**config.mk**
```make
export PLATFORM = sky130hd
export DESIGN_NAME = usr_sync
export DESIGN_NICKNAME = d
export VERILOG_FILES = /design/src/rtl/usr_pkg.sv /design/src/rtl/usr_sync.sv
export VERILOG_INCLUDE_DIRS = /design/src /design/src/rtl
export SDC_FILE = /design/constraint.sdc
export NUM_CORES = 1
export LEC_CHECK = 0
export ABC_AREA = 1
export BUFFER_PORTS_ARGS = -buffer_cell sky130_fd_sc_hd__clkbuf_2
export CAP_MARGIN = 30
export CORE_MARGIN = 8
export CORE_UTILIZATION = 45
export DETAILED_ROUTE_END_ITERATION = 10
export GPL_TIMING_DRIVEN = 0
export PLACE_DENSITY = 0.76
export SYNTH_ARGS = -nofsm -noshare
export SYNTH_HDL_FRONTEND = slang
export SYNTH_SLANG_ARGS = --single-unit
```
**constraint.sdc**
```tcl
create_clock -name clk_sys -period 3.95 [get_ports clk_sys]
set_clock_uncertainty 0.15 [all_clocks]
set_input_delay 0.1975 -clock clk_sys [delete_from_list [all_inputs] [get_ports clk_sys]]
set_output_delay 0.1975 -clock clk_sys [all_outputs]
set_load 0.01 [all_outputs]
```
**src/rtl/usr_map.svh**
```systemverilog
// Purpose: Register map, field positions and reset values of the synchronous serial block.
// Assumes: Byte address of a register is four times its index.
// Notes: Only the low byte of each 32-bit word is used.
`ifndef USR_MAP_SVH
`define USR_MAP_SVH
`define USR_IDX_IFLAG 8'h0C
`define USR_IDX_RXCTL 8'h18
`define USR_IDX_TXDAT 8'h19
`define USR_IDX_RXDAT 8'h1A
`define USR_IDX_IEN 8'h8C
`define USR_IDX_TXCTL 8'h98
`define USR_IDX_BAUD 8'h99
`define USR_B_RXDONE 5
`define USR_B_TXEMPTY 4
`define USR_B_PORTEN 7
`define USR_B_RX9EN 6
`define USR_B_SWEN 5
`define USR_B_CONTEN 4
`define USR_B_ADDRDET 3
`define USR_B_FRAMEERR 2
`define USR_B_OVERRUN 1
`define USR_B_RX9BIT 0
`define USR_B_CLKSRC 7
`define USR_B_TX9EN 6
`define USR_B_TRANSMIT_ENABLE_BIT 5
`define USR_B_SYNCMODE 4
`define USR_B_HIBAUD 2
`define USR_B_SHEMPTY 1
`define USR_B_TX9BIT 0
`define USR_RST_BYTE 8'h00
`define USR_LAST_8BIT 4'h7
`define USR_LAST_9BIT 4'h8
`endif

```
**src/rtl/usr_pkg.sv**
```systemverilog
// Purpose: Types shared by the synchronous serial block.
// Assumes: Nothing beyond the register map header.
// Notes: Sequencer states use explicit binary codes.
package usr_pkg;
  typedef enum logic [1:0] {
    ST_IDLE = 2'h0,
    ST_RX = 2'h1,
    ST_TX = 2'h2
  } usr_state_t;

  typedef struct packed {
    logic ckOut;
    logic ckOe;
    logic dtOut;
    logic dtOe;
  } usr_pins_t;
endpackage

```
**src/rtl/usr_sync.sv**
```systemverilog
// Purpose: Synchronous half-duplex serial transceiver, master receive and slave modes.
// Assumes: Classic Wishbone slave on clk_sys; shift clock pin sampled by clk_sys.
// Notes: Master clock half period is (divisor + 1) clk_sys cycles; LSB first.
// Operation
// - Either receive enable starts reception in synchronous master mode.
// - Data pin is sampled on each falling shift clock edge.
// - Single-word enable in master mode receives one word, then stops.
// - Continuous enable keeps receiving words until software clears it.
// - With both enables set, continuous reception wins.
// - Each received word sets the receive flag; enabled flag raises interrupt.
// - Software reads status before data; clearing continuous enable clears errors.
// - Clock source select clear means slave: shift clock comes from pin.
// - Slave mode shifts on the external clock while the core sleeps.
// - Two writes: first word goes to shifter, second stays, flag clear.
// - After first word, second moves to shifter and transmit flag sets.
// - Slave mode ignores single-word enable; only continuous enable counts.
// - Slave word received in sleep lands in buffer and may interrupt.
// - Transmit flag sets on hand-over, clears only by data write.
// - Shifter-empty status bit reflects transmit shifter, no interrupt.
//
// Implementation choice: the Wishbone interface to the registers.
`timescale 1ns/1ps
`include "usr_map.svh"
module usr_sync (
  // Clock and reset
  input wire logic clk_sys,
  input wire logic rst_n,
  // Wishbone slave
  input wire logic wb_cyc_i,
  input wire logic wb_stb_i,
  input wire logic wb_we_i,
  input wire logic [9:0] wb_adr_i,
  input wire logic [3:0] wb_sel_i,
  input wire logic [31:0] wb_dat_i,
  output logic [31:0] wb_dat_o,
  output logic wb_ack_o,
  // Serial pins
  input wire logic shiftClkIn,
  output logic shiftClkOut,
  output logic shiftClkOe,
  input wire logic serDataIn,
  output logic serDataOut,
  output logic serDataOe,
  // Interrupt
  output logic irq
);
  logic rstMeta_r, rstN_r;
  always_ff @(posedge clk_sys or negedge rst_n) begin
    if (!rst_n) begin
      rstMeta_r <= 1'b0;
      rstN_r <= 1'b0;
    end else begin
      rstMeta_r <= 1'b1;
      rstN_r <= rstMeta_r;
    end
  end

  // Pin synchronisers; the first stage feeds only the second.
  logic ckMeta_r, ckSync_r, ckPrev_r, dtMeta_r, dtSync_r;
  always_ff @(posedge clk_sys or negedge rstN_r) begin
    if (!rstN_r) begin
      ckMeta_r <= 1'b0;
      ckSync_r <= 1'b0;
      ckPrev_r <= 1'b0;
      dtMeta_r <= 1'b0;
      dtSync_r <= 1'b0;
    end else begin
      ckMeta_r <= shiftClkIn;
      ckSync_r <= ckMeta_r;
      ckPrev_r <= ckSync_r;
      dtMeta_r <= serDataIn;
      dtSync_r <= dtMeta_r;
    end
  end

  // Software-visible state, then bus, pin, sequencer and shifter state.
  logic portEn_r, rx9En_r, swEn_r, contEn_r, addrDet_r, overrun_r, rx9Bit_r;
  logic clkSrc_r, tx9En_r, transmit_enable_bit_r, syncMode_r, hiBaud_r, tx9Bit_r;
  logic rxDone_r, txFull_r;
  logic [7:0] txData_r, rxData_r, ien_r, baudDiv_r;
  logic ack_r, irq_r;
  logic [31:0] dat_r;
  usr_pkg::usr_pins_t pins_r;
  usr_pkg::usr_state_t st_r, stNxt;
  logic [3:0] cnt_r, cntNxt;
  logic [7:0] bcnt_r;
  logic [8:0] rxSh_r, txSh_r;
  logic txPend_r;
  logic txFlag_r;
  logic load, swClr;

  // Bus decode.
  wire busReq = wb_cyc_i & wb_stb_i;
  wire [7:0] idx = wb_adr_i[9:2];
  wire wrOk = busReq & wb_we_i & ack_r & wb_sel_i[0];
  wire [7:0] wd = wb_dat_i[7:0];
  wire wrIflag = wrOk & (idx == `USR_IDX_IFLAG);
  wire wrRxCtl = wrOk & (idx == `USR_IDX_RXCTL);
  wire wrTxDat = wrOk & (idx == `USR_IDX_TXDAT);
  wire wrIen = wrOk & (idx == `USR_IDX_IEN);
  wire wrTxCtl = wrOk & (idx == `USR_IDX_TXCTL);
  wire wrBaud = wrOk & (idx == `USR_IDX_BAUD);

  // Mode and enables.
  wire portOn = portEn_r & syncMode_r;
  wire master = portOn & clkSrc_r;
  wire rxOn = portOn & (contEn_r | (swEn_r & clkSrc_r));
  wire txOk = portOn & transmit_enable_bit_r & ~rxOn;
  wire shEmpty = (st_r != usr_pkg::ST_TX);
  // The flag is its own register so that it reads clear after reset, before any hand-over.
  wire txEmptyFlag = txFlag_r;
  wire [7:0] iflags = {2'h0, rxDone_r, txEmptyFlag, 4'h0};

  // Gated master clock
  // The data pin passes a two-stage synchroniser, so a divisor below 2 would sample a
  // stale bit from a far end that changes data on the rising edge.
  wire bRun = master & ((st_r != usr_pkg::ST_IDLE) | pins_r.ckOut);
  wire bTick = bRun & (bcnt_r == baudDiv_r);
  wire sRise = ckSync_r & ~ckPrev_r;
  wire sFall = ~ckSync_r & ckPrev_r;
  wire riseEv = clkSrc_r ? (bTick & ~pins_r.ckOut) : (portOn & sRise);
  wire fallEv = clkSrc_r ? (bTick & pins_r.ckOut) : (portOn & sFall);

  wire useNine = (st_r == usr_pkg::ST_RX) ? rx9En_r : tx9En_r;
  wire [3:0] lastBit = useNine ? `USR_LAST_9BIT : `USR_LAST_8BIT;
  wire atLast = (cnt_r == lastBit);
  wire [8:0] rxShNew = {dtSync_r, rxSh_r[8:1]};
  wire wordDone = (st_r == usr_pkg::ST_RX) & rxOn & fallEv & atLast;
  wire rxSet = wordDone & ~rxDone_r;
  wire ovrSet = wordDone & rxDone_r & contEn_r;
  wire [7:0] rxWord = rx9En_r ? rxShNew[7:0] : rxShNew[8:1];

  // Sequencer.
  always_comb begin
    stNxt = st_r;
    cntNxt = cnt_r;
    load = 1'b0;
    swClr = 1'b0;
    case (st_r)
      usr_pkg::ST_IDLE: begin
        if (rxOn) begin
          stNxt = usr_pkg::ST_RX;
          cntNxt = 4'h0;
        end else if (txOk & txFull_r) begin
          stNxt = usr_pkg::ST_TX;
          cntNxt = 4'h0;
          load = 1'b1;
        end
      end
      usr_pkg::ST_RX: begin
        if (!rxOn) begin
          stNxt = usr_pkg::ST_IDLE;
        end else if (fallEv) begin
          cntNxt = atLast ? 4'h0 : 4'(cnt_r + 4'h1);
          if (atLast & ~contEn_r) begin
            stNxt = usr_pkg::ST_IDLE;
            swClr = 1'b1;
          end
        end
      end
      usr_pkg::ST_TX: begin
        if (!txOk) begin
          stNxt = usr_pkg::ST_IDLE;
        end else if (fallEv) begin
          cntNxt = atLast ? 4'h0 : 4'(cnt_r + 4'h1);
          if (atLast & txFull_r) begin
            load = 1'b1;
          end else if (atLast) begin
            stNxt = usr_pkg::ST_IDLE;
          end
        end
      end
      default: stNxt = usr_pkg::ST_IDLE;
    endcase
  end

  always_ff @(posedge clk_sys or negedge rstN_r) begin
    if (!rstN_r) begin
      st_r <= usr_pkg::ST_IDLE;
      cnt_r <= 4'h0;
      bcnt_r <= 8'h00;
    end else begin
      st_r <= stNxt;
      cnt_r <= cntNxt;
      bcnt_r <= (bRun & ~bTick) ? 8'(bcnt_r + 8'h01) : 8'h00;
    end
  end

  // Shifters. Data changes after a rising edge so the far end samples it on the fall.
  always_ff @(posedge clk_sys or negedge rstN_r) begin
    if (!rstN_r) begin
      rxSh_r <= 9'h000;
      txSh_r <= 9'h000;
      txPend_r <= 1'b0;
    end else begin
      if ((st_r == usr_pkg::ST_RX) & fallEv) rxSh_r <= rxShNew;
      if (load) txSh_r <= {tx9Bit_r, txData_r};
      else if (txPend_r & riseEv) txSh_r <= {1'b0, txSh_r[8:1]};
      txPend_r <= ~load & ((txPend_r & ~riseEv) | ((st_r == usr_pkg::ST_TX) & fallEv & ~atLast));
    end
  end

  // Received word and status flags; a hardware set wins over a software clear.
  always_ff @(posedge clk_sys or negedge rstN_r) begin
    if (!rstN_r) begin
      rxData_r <= `USR_RST_BYTE;
      rx9Bit_r <= 1'b0;
      rxDone_r <= 1'b0;
      overrun_r <= 1'b0;
      txFull_r <= 1'b0;
      txFlag_r <= 1'b0;
    end else begin
      if (rxSet) rxData_r <= rxWord;
      if (rxSet) rx9Bit_r <= rx9En_r & rxShNew[8];
      rxDone_r <= rxSet | (rxDone_r & ~(wrIflag & wd[`USR_B_RXDONE]));
      overrun_r <= ovrSet | (overrun_r & contEn_r);
      txFull_r <= wrTxDat | (txFull_r & ~load);
      txFlag_r <= load | (txFlag_r & ~wrTxDat);
    end
  end

  // Configuration registers.
  always_ff @(posedge clk_sys or negedge rstN_r) begin
    if (!rstN_r) begin
      {portEn_r, rx9En_r, swEn_r, contEn_r, addrDet_r} <= 5'h00;
      {clkSrc_r, tx9En_r, transmit_enable_bit_r, syncMode_r, hiBaud_r, tx9Bit_r} <= 6'h00;
      txData_r <= `USR_RST_BYTE;
      ien_r <= `USR_RST_BYTE;
      baudDiv_r <= `USR_RST_BYTE;
    end else begin
      if (wrRxCtl) begin
        portEn_r <= wd[`USR_B_PORTEN];
        rx9En_r <= wd[`USR_B_RX9EN];
        contEn_r <= wd[`USR_B_CONTEN];
        addrDet_r <= wd[`USR_B_ADDRDET];
      end
      swEn_r <= wrRxCtl ? wd[`USR_B_SWEN] : (swEn_r & ~swClr);
      if (wrTxCtl) begin
        clkSrc_r <= wd[`USR_B_CLKSRC];
        tx9En_r <= wd[`USR_B_TX9EN];
        transmit_enable_bit_r <= wd[`USR_B_TRANSMIT_ENABLE_BIT];
        syncMode_r <= wd[`USR_B_SYNCMODE];
        hiBaud_r <= wd[`USR_B_HIBAUD];
        tx9Bit_r <= wd[`USR_B_TX9BIT];
      end
      if (wrTxDat) txData_r <= wd;
      if (wrIen) ien_r <= wd;
      if (wrBaud) baudDiv_r <= wd;
    end
  end

  // Read selection; framing errors cannot occur in synchronous mode.
  wire [7:0] rxCtlVal = {portEn_r, rx9En_r, swEn_r, contEn_r, addrDet_r, 1'b0, overrun_r,
    rx9Bit_r};
  wire [7:0] txCtlVal = {clkSrc_r, tx9En_r, transmit_enable_bit_r, syncMode_r, 1'b0, hiBaud_r, shEmpty,
    tx9Bit_r};
  wire [7:0] rdVal =
    (idx == `USR_IDX_IFLAG) ? iflags :
    (idx == `USR_IDX_RXCTL) ? rxCtlVal :
    (idx == `USR_IDX_TXDAT) ? txData_r :
    (idx == `USR_IDX_RXDAT) ? rxData_r :
    (idx == `USR_IDX_IEN) ? ien_r :
    (idx == `USR_IDX_TXCTL) ? txCtlVal :
    (idx == `USR_IDX_BAUD) ? baudDiv_r : 8'h00;

  // Bus answer, interrupt and pin drivers, all registered.
  always_ff @(posedge clk_sys or negedge rstN_r) begin
    if (!rstN_r) begin
      ack_r <= 1'b0;
      dat_r <= 32'h0000_0000;
      irq_r <= 1'b0;
      pins_r <= '0;
    end else begin
      ack_r <= busReq & ~ack_r;
      if (busReq & ~ack_r) dat_r <= {24'h00_0000, rdVal};
      irq_r <= |(iflags & ien_r);
      pins_r.ckOut <= master & (bTick ? ~pins_r.ckOut : pins_r.ckOut);
      pins_r.ckOe <= master;
      pins_r.dtOut <= txSh_r[0];
      pins_r.dtOe <= portOn & (st_r == usr_pkg::ST_TX) & ~load;
    end
  end

  assign wb_ack_o = ack_r;
  assign wb_dat_o = dat_r;
  assign irq = irq_r;
  assign shiftClkOut = pins_r.ckOut;
  assign shiftClkOe = pins_r.ckOe;
  assign serDataOut = pins_r.dtOut;
  assign serDataOe = pins_r.dtOe;
endmodule // usr_sync

```
==> results of run 1 <==
worst paths after layout:
| check | cells past startpoint | start | slack, ns | endpoint |
|---|---|---|---|---|
| worst max-delay path | 14 | clkSrc_r | 1.11 | txSh_r[3] |
| worst min-delay path | 2 | rst_n | 0.04 | rstN_r |
| worst max register to register | 14 | clkSrc_r | 1.11 | txSh_r[3] |
| worst min register to register | 0 | rstN_r | 0.15 | bcnt_r[2] |
| max in group asynchronous | 1 | rstN_r | 2.81 | baudDiv_r[4] |
| min in group clk_sys | 3 | wb_dat_i[0] | 0.06 | txData_r[0] |
cell families after synthesis:
family	count (synthesis)	share of synthesized area, %
other	2	0.142
xor gates and xnor gates	10	1.66
and+or+nand+nor	331	28.9
AOI/OAI and AO/OA	89	9.14
DFF	101	47.9
buffers and inverters	118	10.5
adders and majority gates	7	1.66
final cells by class:
cell class / instances / area (um2) / area share [%]
Buffer: 37 / 250 / 4.05
Sequential cell: 101 / 2530 / 41.0
Multi-Input combinational cell: 462 / 2270 / 36.8
Clock inverter: 4 / 47.5 / 0.770
Timing Repair Buffer: 50 / 333 / 5.39
Clock buffer: 12 / 256 / 4.15
Tap cell: 143 / 179 / 2.90
Inverter: 81 / 305 / 4.94
layout by cell type, fill, tap and decap left out, types with 2 or more instances in the layout:
cell	Yosys	final
nand2_1	180	180
dfrtp_1	101	100
inv_1	72	72
nand3_1	57	57
o21ai_0	53	53
nor2_1	44	44
clkbuf_2	0	37
buf_4	25	25
conb_1	2	25
o21ai_1	16	16
a21oi_1	15	15
dlygate4sd3_1	0	12
clkbuf_16	0	9
nor3_1	8	8
clkbuf_1	7	8
inv_2	8	8
nand2_2	7	7
xor2_1	7	7
nand4_1	7	7
nor2_4	7	7
ha_1	7	7
or2_2	5	5
nand3_2	5	5
nor2_2	4	4
xnor2_1	3	3
clkinv_2	1	3
nand2_4	3	3
buf_6	2	2
buf_2	2	2
clkbuf_8	0	2
metal layers:
metal	routed length (um)	vias to the layer above	global-route usage (%)
met1	5610	2002	20.8
met2	5410	130	24.8
met5	0	-	0
met4	281	0	6.38
li1	-	2211	-
met3	836	22	3.70
where the power goes:
| part | total, uW | internal, uW | leakage, uW | switching, uW |
|---|---|---|---|---|
| registers | 1060 | 1040 | 0.00130 | 13.0 |
| clock network | 897 | 524 | 0.000149 | 374 |
| logic | 113 | 47.4 | 0.00178 | 65.8 |
| total | 2070 | 1610 | 0.00323 | 452 |
state kept, by name, summed over array words and instances, names as in the netlist, 2 cells and up:
register	cells
st_r	2
rxData_r	8
bcnt_r	8
txData_r	8
ien_r	8
baudDiv_r	8
rxSh_r	8
wb_dat_o	8
txSh_r	9
cnt_r	4
through the flow:
step | instances | power (uW) | util, % | TNS, ns | area, um2
5_1_grt | 890 | 2140 | 54.1 | 0 | 6180
3_5_place_dp | 862 | 1180 | 50.4 | 0 | 5750
3_3_place_gp | 861 | 1170 | 50.1 | -33.29 | 5720
4_1_cts | 890 | 2090 | 54.1 | 0 | 6180
2_1_floorplan | 681 | 1140 | - | 0 | 5360
6_report | 890 | 2070 | 54.1 | 0 | 6180
timing repair:
item,4_1_cts,5_1_grt
gates resized for setup,0,0
endpoints found under the hold margin,13,0
hold buffers,12,0
buffers inserted,0,0
critical path, delay by kind of cell (launching register included):
kind	cells	cell delay (ns)
AOI/OAI and AO/OA	3	0.90
and+or+nand+nor	6	0.75
DFF	1	0.49
buffers and inverters	4	0.27
adders and majority gates	1	0.17
==> summary.md, run 1 <==
| Metric | Value |
|---|---|
| Status | `finished clean` |
| Nets | `802` |
| Kind of capture point of the worst setup path | `register` |
| Power Density | `335 nW/um2` |
| Diode count | `0` |
| Crit path max-delay cell type | `dfrtp_1` |
| Placer congestion estimate | `0.952` |
| Slew at the pin closest to its max-slew limit | `0.715 ns` |
| Cell area after technology mapping | `5270 um2` |
| Post-route clock period utilization | `72.0%` |
| Detailed-route vias per instance | `4.90` |
| Number of buffer cells added on primary ports | `37` |
| Clock-pin slew on the worst setup and hold paths | `0.07 ns` |
| Number of distinct library cell variants in the gate-level netlist after synthesis | `36` |
| Most repeated cell in the gate-level netlist after synthesis | `nand2_1` |
| Total of warnings raised by yosys | `0` |
| Final slew viol count | `0` |
| Data required time at the worst endpoint | `4.04 ns` |
| Overall die height | `124 um` |
| Most area-hungry cell type in the Yosys netlist | `dfrtp_1` |
| Total number of vias | `4,365` |
| Worst IR Drop VDD | `0.193 mV` |
| Ordered cell list for the critical path | `inv_1, nor2_1, inv_1, a21oi_1, inv_1, nor2_1, ha_1, nand2_1, a21oi_1, nand2_4, a21oi_4, nand2_1, nand2_1, inv_1` |
| Setup-failing EPs final | `0` |
| Cell count after synthesis | `658` |
| Maximum operating frequency | `352 MHz` |
| Path type of the worst setup path | `reg -> reg` |
| Type of origin of the critical path | `register` |
| Synth Flop Type | `dfrtp_1` |
| Worst setup slack before clock tree synthesis | `1.15 ns` |
| Core area | `11,400 um2` |
| Number of top-level pins | `91` |
| Hold crit path type | `in -> async` |
| Largest net degree at the start of global routing | `62` |
| Clock period minus worst slack | `2.84 ns` |
| Clock insertion delay at the later pin of the skew report | `0.34 ns` |
| Overall routing resource usage | `15.9%` |
| Total clock buffers created by CTS | `9` |
| Final Hold Vio Count | `0` |
| Number of enable-type register cells in the synthesized netlist | `0` |
| Synth top area cells | `dfrtp_1 (48%), nand2_1 (13%), nand3_1 (5.4%)` |
| Asr flop ratio synth | `100%` |
| Root Buffer | `clkbuf_16` |
| TritonCTS clock tree | `yes` |
| Die Outline Area | `15,400 um2` |
| ANT nets after route | `0` |
| Synthesis-to-finish area growth | `17.2%` |
| Max-cap violations | `0` |
| First-pass iteration count of the detailed router | `4` |
| Unrepaired setup endpoints after global routing | `false` |
| Number of global-route vias before repair | `4,277` |
| Post-synth top cells | `nand2_1 (180), dfrtp_1 (101), inv_1 (72), nand3_1 (57), o21ai_0 (53)` |
| Sum of overflow across all layers after global routing | `0` |
| Post-synthesis area per instance | `8.01 um2` |
| Number of synthesized register bits | `101` |
| Maximum buffer depth of the clock tree | `2` |
| H-tree depth reported by CTS | `3` |
| Fraction of synthesized cell area taken by the top area cell type | `47.9%` |
| Iteration-0 DRC Markers | `306` |
| Horiz. Die Dim | `124 um` |
| Worst hold-check slack | `0.0427 ns` |
| Global-route wire length before repair | `20,500 um` |
| Smallest setup slack after layout | `1.11 ns` |
| Number of fill cells | `1,097` |
| Arrival time reported for the critical path endpoint | `2.93 ns` |
| HPWL after detailed placement | `9200 um` |
| Dominant cell type by count on the critical path | `inv_1` |
| Routed length per placed instance | `13.6 um` |
| Crit path largest cell delay | `0.49 ns` |
| Fraction of layout instances using a drive strength above 1 | `17.0%` |
| Relative slew slack | `52.0%` |
| Initial cell density of the core | `46.2%` |
| Number of clock sinks seen by CTS | `101` |
| DRC violations left | `0` |
| Sequential fraction of the synthesis area | `47.9%` |
| Routed wire length | `12,100 um` |
| Top fanout value on the critical path | `10` |
| Antenna violations before repair | `0` |
| Leakage power total | `0.00323 uW` |
| Standard-cell row count | `39` |
(Power assumes the default switching activity.)
==> run 2: changes to the inputs <==
==> constraint.sdc (replaced) <==
create_clock -name clk_sys -period 2.7 [get_ports clk_sys]
set_clock_uncertainty 0.15 [all_clocks]
set_input_delay 0.135 -clock clk_sys [delete_from_list [all_inputs] [get_ports clk_sys]]
set_output_delay 0.135 -clock clk_sys [all_outputs]
set_load 0.01 [all_outputs]
==> summary.md, run 2 (synthesis gave the netlist of run 1 again) <==
| Metric | Value |
|---|---|
| Fraction of layout instances using a drive strength above 1 | `18.1% (+1.1 points)` |
| Nets | `805 (+0.37%)` |
| Overall die height | `124 um (unchanged)` |
| First-pass iteration count of the detailed router | `5 (+1)` |
| Reg2reg path depth | `16 (+2)` |
| Slew at the pin closest to its max-slew limit | `0.746 ns (+0.0308 ns)` |
| Switching Share | `24.1% (+2.2 points)` |
| Placed Cells incl. Taps | `862 (unchanged)` |
| Hold crit path type | `in -> reg` |
| Worst hold path depth | `3` |
| Leading cell type in the layout, fill and taps excluded | `nand2_1` |
| FF-to-FF Start | `clkSrc_r` |
| Status | `finished clean` |
| Sum of overflow across all layers after global routing | `0 (unchanged)` |
| Top fanout value on the critical path | `10 (unchanged)` |
| Ordered cell list for the critical path | `inv_1, nor2_4, inv_1, a21oi_4, inv_1, nor2_2, ha_1, nand2_2, nand2_2, nand2_4, nor2_4, nand2_4, nor2_4, buf_6, nand3_1, nand2_1` |
| Total clock buffers created by CTS | `9 (unchanged)` |
| Global-route wire length before repair | `20,800 um (+1.3%)` |
| Leakage power total | `0.00328 uW (+1.4%)` |
| Number of clock sinks seen by CTS | `101 (unchanged)` |
| Max-cap violations | `0 (unchanged)` |
| Core area | `11,400 um2 (unchanged)` |
| Diode count | `0 (unchanged)` |
| Detailed-route vias per instance | `4.94 (+0.62%)` |
| Number of flip-flops in the largest register | `9 (unchanged)` |
| Root Buffer | `clkbuf_16` |
| Flop-to-flop setup slack | `0.21 ns (-0.89 ns)` |
| Data required time at the worst endpoint | `2.85 ns (-1.19 ns)` |
| Setup_tns | `0 ns (unchanged)` |
| Kind of capture point of the worst setup path | `register` |
| Iteration-0 DRC Markers | `364 (+19%)` |
| Number of global-route vias before repair | `4,203 (-1.7%)` |
| Power Density | `492 nW/um2 (+47%)` |
| TritonCTS clock tree | `yes` |
| Crit path largest cell delay | `0.44 ns (-0.05 ns)` |
| Arrival time reported for the critical path endpoint | `2.63 ns (-0.30 ns)` |
| Most frequent cells in the layout | `nand2_1 (179), dfrtp_1 (99), inv_1 (72)` |
| Number of top-level pins | `91 (unchanged)` |
| Setup-failing EPs final | `0 (unchanged)` |
| Number of buffer cells added on primary ports | `37 (unchanged)` |
| Relative slew slack | `49.9% (-2.1 points)` |
| Clock period minus worst slack | `2.49 ns (-0.356 ns)` |
| Endpoint of the lowest-slack register-to-register path | `rx9Bit_r` |
| Final Hold Vio Count | `0 (unchanged)` |
| Largest net degree at the start of global routing | `53 (-15%)` |
| ANT nets after route | `0 (unchanged)` |
| Standard-cell row count | `39 (unchanged)` |
| Synthesis-to-finish area growth | `18.5%` |
| Maximum operating frequency | `402 MHz (+14%)` |
| Worst setup slack before clock tree synthesis | `-0.117 ns (-1.27 ns)` |
| Unrepaired setup endpoints after global routing | `false` |
| Overall routing resource usage | `16.3% (+0.47 points)` |
| Worst IR Drop VDD | `0.482 mV (+150%)` |
| Type of origin of the critical path | `register` |
| Final slew viol count | `0 (unchanged)` |
| Clock insertion delay at the later pin of the skew report | `0.36 ns (+0.02 ns)` |
| Part of the total power dissipated in sequential elements | `50.3% (-0.8 points)` |
| Routed length per placed instance | `13.9 um (+2.2%)` |
| Internal power summed over all cells | `2330 uW (+45%)` |
| Routed wire length | `12,400 um (+2.5%)` |
| Hold Path Sink | `baudDiv_r[0]` |
| Combinational fraction of design power | `5.4% (about the same)` |
| Largest reg by FF count | `txSh_r` |
| Buffer and inverter count on the worst path | `4 (unchanged)` |
| Maximum buffer depth of the clock tree | `2 (unchanged)` |
| Clock-pin slew on the worst setup and hold paths | `0.07 ns (about the same)` |
| Family of cells with the greatest summed delay on the critical path | `simple AND/OR/NAND/NOR gates` |
| HPWL after detailed placement | `9190 um (-0.17%)` |
| Path type of the worst setup path | `reg -> reg` |
| Initial cell density of the core | `46.2% (unchanged)` |
| Die Outline Area | `15,400 um2 (unchanged)` |
| Horiz. Die Dim | `124 um (unchanged)` |
| Startpoint of the tightest hold check path | `wb_dat_i[0]` |
| Antenna violations before repair | `0 (unchanged)` |
| Placer congestion estimate | `0.964 (+1.3%)` |
| Net load switching power | `742 uW (+64%)` |
| Crit path max-delay cell type | `dfrtp_2` |
| Count of non-filler cells in the finished layout | `893 (+0.34%)` |
| Overall Power | `3080 uW (+49%)` |
| Clk network pwr share | `44.3% (+0.9 points)` |
| Total number of vias | `4,407 (+0.96%)` |
| Smallest setup slack after layout | `0.213 ns (-0.894 ns)` |
| DRC violations left | `0 (unchanged)` |
| H-tree depth reported by CTS | `3 (unchanged)` |
| Post-route clock period utilization | `92.1% (+20 points)` |
-- run 2: cell types whose count changed in the layout (fill, tap and decap cells not counted), moves of 2 or more --
cell,delta
nand2_4,+2
nor2_1,-2
clkinv_2,-2
a21oi_1,-2
clkbuf_8,-2
buf_4,+2
inv_8,+2
-- run 2: metrics by stage --
stage                     hold WS [ns]  area, um2  util, %
after floorplan                 -0.311       5360        -
after global placement          -0.227       5720     50.1
after detailed placement        -0.222       5750     50.4
after CTS                       0.0257       6190     54.3
after global routing            0.0391       6250     54.7
final                           0.0280       6250     54.7
-- run 2: timing repair --
action / 4_1_cts / 5_1_grt
hold buffers: 13 / 0
hold endpoints to repair: 17 / 0
pin swaps: 0 / 0
resized for setup: 2 / 9
setup buffers: 0 / 2
endpoints found under the setup margin: 21 / 32
-- run 2: power groups by stage --
stage	clock [uW]	combinational (uW)	sequential [uW]
finish	1360	165	1550
CTS	1380	164	1550
detailed placement	0	149	1580
global route	1430	184	1550
global placement	0	127	1590
floorplan	0	81.7	1590
-- run 2: worst max path at each step --
| stage | from | to | slack [ns] | depth (start not counted) |
|---|---|---|---|---|
| floorplan | clkSrc_r | txSh_r[0] | 0.40 | 15 |
| global placement | clkSrc_r | rx9Bit_r | -0.07 | 16 |
| detailed placement | clkSrc_r | rx9Bit_r | -0.12 | 16 |
| CTS | portEn_r | rx9Bit_r | 0.008 | 16 |
| global route | clkSrc_r | rx9Bit_r | 0.01 | 16 |
| finish | clkSrc_r | rx9Bit_r | 0.21 | 16 |
-- run 2: metal layers --
| layer | vias to the layer above | part of all wire [%] | track usage (%) |
|---|---|---|---|
| li1 | 2216 | - | - |
| met1 | 2042 | 46 | 21.9 |
| met2 | 132 | 45 | 25.0 |
| met3 | 17 | 6.0 | 4.26 |
| met4 | 0 | 2.1 | 5.74 |
| met5 | - | 0 | 0 |
-- run 2: area by class of cell --
| cell class | instances | area (um2) |
|---|---|---|
| Fill cell | 1088 | 5170 |
| Sequential cell | 101 | 2530 |
| Multi-Input combinational cell | 462 | 2320 |
| Timing Repair Buffer | 53 | 358 |
| Inverter | 81 | 305 |
| Buffer | 37 | 250 |
| Clock buffer | 10 | 229 |
| Tap cell | 143 | 179 |
| Clock inverter | 6 | 77.6 |
-- run 2: worst register-to-register path, cell delays in order (launching register included) --
cell and delay, ns:
dfrtp_2 0.44, inv_1 0.10, nor2_4 0.13, inv_1 0.08
a21oi_4 0.15, inv_1 0.07, nor2_2 0.13, ha_1 0.17
nand2_2 0.10, nand2_2 0.12, nand2_4 0.10, nor2_4 0.13
nand2_4 0.10, nor2_4 0.14, buf_6 0.15, nand3_1 0.07
nand2_1 0.08
